==> src/verilog/dsk_pkg.sv <==
package dsk_pkg;

  // Field layout: tail of 64 bits, then B-field of 800 bits, then 4-bit trailing check
  localparam int unsigned TAIL_LEN       = 64;
  localparam int unsigned TAIL_KS_FIRST  = 8;
  localparam int unsigned TAIL_KS_LAST   = 47;
  localparam int unsigned B_LEN          = 800;
  localparam int unsigned X_LEN          = 4;
  localparam int unsigned FIELD_LEN      = TAIL_LEN + B_LEN + X_LEN;

  // Keystream segment layout
  localparam int unsigned SEG_LEN        = 840;
  localparam int unsigned SEG_TAIL_LEN   = 40;
  localparam int unsigned CONCAT_LEN     = 1680;

  // Protected formats
  localparam int unsigned SINGLE_DATA    = 768;
  localparam int unsigned SINGLE_CHECK   = 32;
  localparam int unsigned SUB_LEN        = 80;
  localparam int unsigned SUB_DATA       = 64;
  localparam int unsigned SUB_CHECK      = 16;
  localparam int unsigned NUM_SUB        = 10;

  // Counter widths
  localparam int unsigned POS_W          = 10;
  localparam int unsigned SEG_W          = 10;
  localparam int unsigned CAT_W          = 11;

  // Sizing of the table of connections and bearers
  localparam int unsigned NUM_CONN       = 4;
  localparam int unsigned CONN_W         = 2;
  localparam int unsigned BEARER_W       = 4;

  // Output FIFO
  localparam int unsigned FIFO_WIDTH     = 2;
  localparam int unsigned FIFO_DEPTH     = 16;

  // Reset values
  localparam logic        RST_MODE       = 1'b0;

  // B-field formats
  typedef enum logic [1:0] {
    FMT_UNPROT = 2'b00,
    FMT_SINGLE = 2'b01,
    FMT_MULTI  = 2'b10
  } dsk_fmt_t;

  // Field processing states
  typedef enum logic [0:0] {
    ST_IDLE = 1'b0,
    ST_RUN  = 1'b1
  } dsk_state_t;

endpackage : dsk_pkg

==> src/verilog/dsk_mapper.sv <==
`timescale 1ns/1ps

// Operation
// - Each enciphered field uses one keystream segment of 840 bits, index 0 first.
// - Control tail: segment bits 0..39 XOR onto tail bits 8..47 in order.
// - Other tail content: segment bits 0..39 are consumed and dropped.
// - Unprotected B-field: bit i XORs with segment bit i plus 40.
// - Single-subfield: B bits 0..767 get segment 40..807; 808..839 dropped.
// - Multi-subfield: data bits of subfield k get segment 40+80k..103+80k.
// - Multi-subfield: 16 segment bits after each data window are dropped.
// - Check bits and trailing check field always pass through unchanged.
// - Multi layout: ten subfields of 64 data plus 16 check, then 4 bits.
// - Single layout: 768 data bits, 32 check bits, then trailing field.
// - Unprotected layout: all 800 B-field bits are payload.
// - Both segments of one frame form one 1680-bit keystream.
// - Each bearer of a connection is enciphered separately per frame.
// - First field of a frame uses fixed segment, second uses portable.
// - Cipher mode is set per connection and applies to all its bearers.
// - Mode is reported once per connection, on indication and confirmation; the code reports once per exchange, naming modeConn only.
// - Connections of one call or data link share the same cipher mode.
// - Link access content stays clear unless routed to an enciphered connection.
module dsk_mapper
  import dsk_pkg::*;
#(
  parameter int unsigned FIFO_DEPTH_P = dsk_pkg::FIFO_DEPTH
) (
  // Clock and reset
  input  wire logic                      clk,
  input  wire logic                      rst_b,
  // Field start request
  input  wire logic                      startValid,
  output logic                           startReady,
  input  wire logic [dsk_pkg::CONN_W-1:0]   startConn,
  input  wire logic [dsk_pkg::BEARER_W-1:0] startBearer,
  input  wire logic                      startFirstField,
  input  wire logic                      startTailCtrl,
  input  wire logic [1:0]                startFormat,
  input  wire logic                      startLinkAccess,
  input  wire logic                      startRoutedToLc,
  // Serial field bits from framing
  input  wire logic                      fieldValid,
  output logic                           fieldReady,
  input  wire logic                      fieldBit,
  // Serial keystream bits from generator
  input  wire logic                      ksValid,
  output logic                           ksReady,
  input  wire logic                      ksBit,
  // Serial mapped field bits out
  output logic                           outValid,
  input  wire logic                      outReady,
  output logic                           outBit,
  output logic                           outLast,
  // Cipher mode change from the mode-control exchange
  input  wire logic                      modeValid,
  input  wire logic [dsk_pkg::CONN_W-1:0]   modeConn,
  input  wire logic [dsk_pkg::NUM_CONN-1:0] modeGroupMask,
  input  wire logic                      modeOn,
  input  wire logic                      modeIsConfirm,
  // Mode report to upper layer
  output logic                           cipherModeIndication,
  output logic                           cipherModeConfirmation,
  output logic [dsk_pkg::CONN_W-1:0]        reportConn,
  output logic                           reportMode,
  // Field status
  output logic                           cipherActive,
  output logic                           portableSegment,
  output logic [dsk_pkg::BEARER_W-1:0]      activeBearer,
  output logic                           frameKeystreamDone
);

  import dsk_pkg::*;

  ////////////////////////////////////////////////////////////////////////////
  // Position decode: bit 1 = keystream bit consumed, bit 0 = keystream applied
  function automatic logic [1:0] map_pos(input logic [POS_W-1:0] pos,
                                         input logic tailCtrl,
                                         input dsk_fmt_t fmt);
    logic [POS_W-1:0] bPos;
    logic [1:0]       res;
    bPos = pos - POS_W'(TAIL_LEN);
    res  = 2'b00;
    if (pos < POS_W'(TAIL_LEN)) begin
      if (pos >= POS_W'(TAIL_KS_FIRST) && pos <= POS_W'(TAIL_KS_LAST)) begin
        res = {1'b1, tailCtrl};
      end
    end else if (bPos < POS_W'(B_LEN)) begin
      case (fmt)
        FMT_UNPROT: res = 2'b11;
        FMT_SINGLE: res = {1'b1, bPos < POS_W'(SINGLE_DATA)};
        FMT_MULTI:  res = {1'b1, (bPos % POS_W'(SUB_LEN)) < POS_W'(SUB_DATA)};
        default:    res = 2'b10;
      endcase
    end
    // Trailing check field past the B-field falls through as 00
    return res;
  endfunction : map_pos

  ////////////////////////////////////////////////////////////////////////////
  // Per-connection cipher mode table
  logic [NUM_CONN-1:0] connMode;

  // One exchange sets the mode for the connection and its call group
  always_ff @(posedge clk) begin
    if (!rst_b) begin
      connMode <= {NUM_CONN{RST_MODE}};
    end else if (modeValid) begin
      for (int c = 0; c < NUM_CONN; c++) begin
        if (modeGroupMask[c] || (CONN_W'(c) == modeConn)) begin
          connMode[c] <= modeOn;
        end
      end
    end
  end

  // Single report per exchange, never per bearer
  always_ff @(posedge clk) begin
    if (!rst_b) begin
      cipherModeIndication   <= 1'b0;
      cipherModeConfirmation <= 1'b0;
      reportConn             <= '0;
      reportMode             <= RST_MODE;
    end else begin
      cipherModeIndication   <= modeValid && !modeIsConfirm;
      cipherModeConfirmation <= modeValid && modeIsConfirm;
      if (modeValid) begin
        reportConn <= modeConn;
        reportMode <= modeOn;
      end
    end
  end

  ////////////////////////////////////////////////////////////////////////////
  // Field context
  dsk_state_t       state;
  logic             tailCtrl;
  dsk_fmt_t         fmt;
  logic [POS_W-1:0] takeCnt;
  logic [SEG_W-1:0] ksTakeCnt;
  logic [POS_W-1:0] procCnt;
  logic             fieldHeldV;
  logic             fieldHeld;
  logic             ksHeldV;
  logic             ksHeld;
  logic [1:0]       posMap;
  logic             fifoInReady;
  logic             procStep;
  logic             fieldTake;
  logic             ksTake;
  logic             startTake;
  logic             lastPos;
  logic             cipherNow;
  logic             next_fieldHeldV;
  logic             next_ksHeldV;

  // Clear unless the carrying connection is enciphered
  assign cipherNow = connMode[startConn] && !(startLinkAccess && !startRoutedToLc);
  assign startTake = startValid && startReady;
  assign fieldTake = fieldValid && fieldReady;
  assign ksTake    = ksValid && ksReady;
  assign posMap    = map_pos(procCnt, tailCtrl, fmt);
  assign lastPos   = (procCnt == POS_W'(FIELD_LEN - 1));
  // Clear mode needs no keystream; ciphered needs the held bit where a segment bit is consumed
  assign procStep  = (state == ST_RUN) && fieldHeldV && fifoInReady &&
                     (!(cipherActive && posMap[1]) || ksHeldV);

  // Hold state after this cycle's take and step
  always_comb begin
    next_fieldHeldV = fieldHeldV;
    next_ksHeldV    = ksHeldV;
    if (procStep) begin
      next_fieldHeldV = 1'b0;
      if (cipherActive && posMap[1]) begin
        next_ksHeldV = 1'b0;
      end
    end
    if (fieldTake) begin
      next_fieldHeldV = 1'b1;
    end
    if (ksTake) begin
      next_ksHeldV = 1'b1;
    end
  end

  // Field state machine
  always_ff @(posedge clk) begin
    if (!rst_b) begin
      state <= ST_IDLE;
    end else begin
      case (state)
        ST_IDLE: begin
          if (startTake) begin
            state <= ST_RUN;
          end
        end
        ST_RUN: begin
          if (procStep && lastPos) begin
            state <= ST_IDLE;
          end
        end
        default: state <= ST_IDLE;
      endcase
    end
  end

  // Context captured once per field; each bearer field is its own job
  always_ff @(posedge clk) begin
    if (!rst_b) begin
      tailCtrl        <= 1'b0;
      fmt             <= FMT_UNPROT;
      cipherActive    <= 1'b0;
      portableSegment <= 1'b0;
      activeBearer    <= '0;
    end else if (startTake) begin
      tailCtrl        <= startTailCtrl;
      fmt             <= dsk_fmt_t'(startFormat);
      cipherActive    <= cipherNow;
      portableSegment <= !startFirstField;
      activeBearer    <= startBearer;
    end
  end

  // Start is accepted only between fields
  always_ff @(posedge clk) begin
    if (!rst_b) begin
      startReady <= 1'b0;
    end else begin
      startReady <= (state == ST_IDLE) && !startTake &&
                    !(state == ST_RUN && procStep && lastPos);
    end
  end

  ////////////////////////////////////////////////////////////////////////////
  // Take counters
  always_ff @(posedge clk) begin
    if (!rst_b) begin
      takeCnt   <= '0;
      ksTakeCnt <= '0;
    end else if (startTake) begin
      takeCnt   <= '0;
      ksTakeCnt <= '0;
    end else begin
      if (fieldTake) begin
        takeCnt <= takeCnt + POS_W'(1);
      end
      if (ksTake) begin
        ksTakeCnt <= ksTakeCnt + SEG_W'(1);
      end
    end
  end

  // Registered readies; one-entry holds absorb the ready latency
  always_ff @(posedge clk) begin
    if (!rst_b) begin
      fieldReady <= 1'b0;
      ksReady    <= 1'b0;
    end else begin
      fieldReady <= (state == ST_RUN) && !next_fieldHeldV && !(fieldTake || fieldReady) &&
                    (takeCnt + POS_W'(fieldTake) < POS_W'(FIELD_LEN));
      // Exactly one segment per ciphered field, none in clear mode
      ksReady    <= (state == ST_RUN) && cipherActive && !next_ksHeldV && !(ksTake || ksReady) &&
                    (ksTakeCnt + SEG_W'(ksTake) < SEG_W'(SEG_LEN));
    end
  end

  // Held bits
  always_ff @(posedge clk) begin
    if (!rst_b) begin
      fieldHeldV <= 1'b0;
      fieldHeld  <= 1'b0;
      ksHeldV    <= 1'b0;
      ksHeld     <= 1'b0;
    end else begin
      fieldHeldV <= next_fieldHeldV;
      ksHeldV    <= next_ksHeldV;
      if (fieldTake) begin
        fieldHeld <= fieldBit;
      end
      if (ksTake) begin
        ksHeld <= ksBit;
      end
    end
  end

  // Position of the bit being mapped
  always_ff @(posedge clk) begin
    if (!rst_b) begin
      procCnt <= '0;
    end else if (startTake) begin
      procCnt <= '0;
    end else if (procStep) begin
      procCnt <= procCnt + POS_W'(1);
    end
  end

  ////////////////////////////////////////////////////////////////////////////
  // Concatenated frame keystream count, restarted by the first field
  logic [CAT_W-1:0] catCnt;

  always_ff @(posedge clk) begin
    if (!rst_b) begin
      catCnt <= '0;
    end else if (startTake && startFirstField) begin
      catCnt <= '0;
    end else if (ksTake && catCnt != CAT_W'(CONCAT_LEN)) begin
      catCnt <= catCnt + CAT_W'(1);
    end
  end

  // Level high once both segments of the frame were consumed
  always_ff @(posedge clk) begin
    if (!rst_b) begin
      frameKeystreamDone <= 1'b0;
    end else begin
      frameKeystreamDone <= (catCnt == CAT_W'(CONCAT_LEN));
    end
  end

  ////////////////////////////////////////////////////////////////////////////
  // XOR and output buffering; a stalled drain stalls the mapping
  logic                  mappedBit;
  logic [FIFO_WIDTH-1:0] fifoOut;

  assign mappedBit = fieldHeld ^ (cipherActive && posMap[0] && ksHeld);

  dsk_fifo #(
    .WIDTH (FIFO_WIDTH),
    .DEPTH (FIFO_DEPTH_P)
  ) u_out_fifo (
    .clk      (clk),
    .rst_b    (rst_b),
    .inValid  (procStep),
    .inReady  (fifoInReady),
    .inData   ({lastPos, mappedBit}),
    .outValid (outValid),
    .outReady (outReady),
    .outData  (fifoOut)
  );

  assign outBit  = fifoOut[0];
  assign outLast = fifoOut[1];

endmodule : dsk_mapper

==> src/verilog/dsk_fifo.sv <==
`timescale 1ns/1ps

module dsk_fifo #(
  parameter int unsigned WIDTH = 2,
  parameter int unsigned DEPTH = 16
) (
  // Clock and reset
  input  wire logic             clk,
  input  wire logic             rst_b,
  // Fill side
  input  wire logic             inValid,
  output logic                  inReady,
  input  wire logic [WIDTH-1:0] inData,
  // Drain side
  output logic                  outValid,
  input  wire logic             outReady,
  output logic [WIDTH-1:0]      outData
);

  localparam int unsigned AW = $clog2(DEPTH);

  logic [WIDTH-1:0] mem [DEPTH];
  logic [AW-1:0]    wrPtr;
  logic [AW-1:0]    rdPtr;
  logic [AW:0]      count;
  logic             doWrite;
  logic             doRead;
  logic             memValid;

  ////////////////////////////////////////////////////////////////////////////
  // Honest full and empty from the occupancy count
  assign inReady  = (count != (AW+1)'(DEPTH));
  assign memValid = (count != '0);
  assign doWrite  = inValid && inReady;
  // Refill the output register whenever it is empty or being drained
  assign doRead   = memValid && (!outValid || outReady);

  // Storage, no reset needed on data
  always_ff @(posedge clk) begin
    if (doWrite) begin
      mem[wrPtr] <= inData;
    end
  end

  // Pointers wrap on the power-of-two depth
  always_ff @(posedge clk) begin
    if (!rst_b) begin
      wrPtr <= '0;
      rdPtr <= '0;
    end else begin
      if (doWrite) begin
        wrPtr <= wrPtr + AW'(1);
      end
      if (doRead) begin
        rdPtr <= rdPtr + AW'(1);
      end
    end
  end

  // Occupancy
  always_ff @(posedge clk) begin
    if (!rst_b) begin
      count <= '0;
    end else if (doWrite && !doRead) begin
      count <= count + (AW+1)'(1);
    end else if (doRead && !doWrite) begin
      count <= count - (AW+1)'(1);
    end
  end

  // Output register so the drain side sees flip-flops only; adds one word of slack
  always_ff @(posedge clk) begin
    if (!rst_b) begin
      outValid <= 1'b0;
      outData  <= '0;
    end else if (doRead) begin
      outValid <= 1'b1;
      outData  <= mem[rdPtr];
    end else if (outReady) begin
      outValid <= 1'b0;
    end
  end

endmodule : dsk_fifo

==> config.mk <==
export PLATFORM = sky130hd
export DESIGN_NAME = dsk_mapper
export DESIGN_NICKNAME = d
export VERILOG_FILES = /design/src/verilog/dsk_pkg.sv /design/src/verilog/dsk_mapper.sv /design/src/verilog/dsk_fifo.sv
export SDC_FILE = /design/constraint.sdc
export NUM_CORES = 1
export LEC_CHECK = 0
export ABC_AREA = 1
export BUFFER_PORTS_ARGS = -buffer_cell sky130_fd_sc_hd__buf_2
export CAP_MARGIN = 20
export CORE_ASPECT_RATIO = 0.5
export CORE_MARGIN = 2
export CORE_UTILIZATION = 40
export CTS_CLUSTER_DIAMETER = 30
export DETAILED_ROUTE_END_ITERATION = 10
export PLACE_DENSITY = 0.54
export SLEW_MARGIN = 40
export SYNTH_ARGS = -nofsm -noshare
export SYNTH_HDL_FRONTEND = slang
export SYNTH_SLANG_ARGS = --single-unit
export TNS_END_PERCENT = 5
==> constraint.sdc <==
create_clock -name clk -period 5.3 [get_ports clk]
set_input_delay 0 -clock clk [delete_from_list [all_inputs] [get_ports clk]]
set_output_delay 0 -clock clk [all_outputs]
set_load 0.05 [all_outputs]
==> metrics <==
compound-gate portion of the synthesized area 14.40%; Post-synth top cells 117 x nand2_1, 109 x nor2_1, 84 x dfxtp_1; total CTS buffers 17; FFs w/ async S/R, synth 0%; Synth Area in XOR/XNOR roughly 1.8%; die area 15310 um^2; WP data required around 5.6 ns; die height 88.49 um; critical path peak fanout 19; peak supply drop 0.1974 mV; Max Fclk between 0.2 and 0.3 GHz; Critical Path Source Type register; #FFs+latches synth 116; syn_area_per_cell roughly 8 um^2; cell leakage power 0.002899 uW; clock transition at the registers of the reported paths 0.06 ns; final core utilization between 50% and 60%; I/O Buffers 46; top_reg_cell synth dfxtp_1; Max Cap Violations 0; post-route minimum period 3.545 ns; hold path depth 4; period utilisation layout 66.89%; antenna cell count 0; Post-synth EDFFs 32; total power 2621 uW; Power per Cell Area 376.3 nW/um^2; final-report hold violation count 0; DR vias/cell 4.841; wire length per cell 13.06 um; Distinct cells, synth 45; clk_lat worst skew 0.41 ns; pre-CTS setup slack between 1.5 and 2 ns; RSZ-0062 raised after global routing false; Mapped Nets around 770; skew final 0.01119 ns; drt total wl approximately 13 mm; post-synthesis mux area share 0%; setup ws final 1.755 ns; count leader, synth nand2_1; slew margin rel. roughly 54%; CTS Buffer Depth 2; reg2reg setup slack 1.75 ns; nets@finish 844; # rows 30; main combinational cell family by area after synthesis simple AND/OR/NAND/NOR gates; area share of fa/ha/maj cells after synthesis about 5.0%; wire length of the first global-routing pass 21.61 mm; width of the die approximately 170 um; clk sinks 116; dpl hpwl 9.036 mm; # IOs 47; Final Slew Violations 0; largest net degree at the start of global routing 28; critical path arrival 3.84 ns; DR DRC count 0; Final ANT Viol Nets 0; Synth top area share ~30%; total negative slack 0 ns; H-tree Lvls 4; endpoints failing setup 0; Synth area leader dfxtp_1; Iter 0 DRT Violations 284; initial antenna violation count 0; critical setup path kind reg -> reg; worst hold path type in -> reg; Least-Margin Pin Slew 0.6859 ns; Overflow after GRT 0; TritonRoute pass-1 iters 5; vias in the first global route 4428; gpl congestion 0.7965; Seq/Total Area, Yosys 46.28%; layout cell share with drive strength beyond 1 13.77%; GRT Total Usage 18.01%; Area growth syn-to-layout 21.98%; number of fill cells in the layout 1330; CTS tree yes; vias roughly 4800; ranking of synthesized cells by area dfxtp_1 29%, edfxtp_1 17%, nand2_1 7.7%; Post-CTS Setup Bufs 0; cells on worst reg2reg path 21; crit path capture type register; simple-gate share of the synthesized area 24.87%; Mapped Cells a little over 700; status completed; root buffer cell clkbuf_16; yosys warns 0; Starting Density roughly two fifths; core box area 13740 um^2; Cell Area, Synth 5710 um^2
-- critical path, stage by stage (launching register included) --
cell,delay (ns)
dfxtp_1,0.74
inv_6,0.09
ha_1,0.25
nand2_1,0.09
nand2_2,0.11
nor2_4,0.13
nand2_2,0.05
nand2_2,0.06
nand2_2,0.07
nand3b_4,0.10
nand2_8,0.11
inv_8,0.16
ha_1,0.20
inv_1,0.11
fa_1,0.41
a21o_1,0.17
a21oi_1,0.16
nor2_1,0.06
nor2_1,0.08
nand2_1,0.07
o21ai_0,0.14
a21oi_1,0.05
-- final timing paths --
path                    from                   to
max               procCnt[6]  u_out_fifo.count[4]
min          startFirstField            catCnt[7]
max reg2reg       procCnt[6]  u_out_fifo.count[4]
min reg2reg      connMode[2]          connMode[2]
-- per-layer routing --
layer / part of all wire, % / wire length, um / track usage [%] / up-vias
li1: - / - / - / 2546
met1: 49 / 6407 / 23.17 / 2212
met2: 47 / 6139 / 30.47 / 59
met3: 2.6 / 344 / 4.038 / 14
met4: 1.1 / 146 / 6.471 / 0
met5: 0 / 0 / 0 / -
-- cell usage in the layout (no fill, tap or decap), types with 3 or more instances in the layout --
cell type / instances
ha_1: 21
and3_1: 3
o21ai_0: 65
buf_2: 46
nand2_4: 4
nand4_1: 7
nor2_1: 108
a21oi_1: 46
nand2_1: 117
nand2_2: 12
nor3_1: 20
inv_6: 4
a21oi_2: 6
o21a_1: 3
clkbuf_16: 19
nand3_1: 33
o221ai_1: 5
nor4_1: 6
o22ai_1: 4
o211ai_1: 6
dlygate4sd3_1: 23
xor2_1: 10
clkinv_1: 4
clkinv_4: 3
dfxtp_1: 84
a211oi_1: 4
edfxtp_1: 32
inv_1: 82
-- per-stage QoR --
step,hold slack (ns),area [um^2],instances
after floorplan,0.07931,5710,718
after global placement,0.1877,6105,943
after detailed placement,0.1917,6107,943
after CTS,0.01649,6965,998
after global routing,0.04865,6965,998
final,0.02041,6965,998
-- cell type report --
type / instances / area [um^2] / area share (%)
Clock buffer: 20 / 489.2 / 7.024
Multi-Input combinational cell: 498 / 2633 / 37.79
Sequential cell: 116 / 2643 / 37.94
Tap cell: 192 / 240.2 / 3.449
Timing Repair Buffer: 71 / 475.5 / 6.826
Clock inverter: 12 / 138.9 / 1.994
Inverter: 89 / 346.6 / 4.976
-- sequential cells by signal, summed over array words and instances (netlist names), 2 cells and up --
signal              count
u_out_fifo.wrPtr        4
u_out_fifo.mem         32
catCnt                 11
takeCnt                10
connMode                4
ksTakeCnt              10
u_out_fifo.outData      2
fmt                     2
procCnt                10
reportConn              2
u_out_fifo.rdPtr        4
activeBearer            4
u_out_fifo.count        5
-- kinds of logic after synthesis --
family / Yosys count
buf+inv: 104
compound gates: 145
simple gates: 319
fa+ha+maj: 22
flops: 116
xor+xnor: 12
-- repair_timing --
action | in CTS | in global routing
gates resized for setup | 0 | 0
hold endpoints to repair | 22 | 0
hold buffers | 23 | 0
-- where the power goes --
part	switching [uW]	total (uW)	internal, uW
logic	259	401	141
registers	59.5	1010	954
clock network	440	1210	767
total	759	2620	1860
Power figures use the tool's default switching activity.
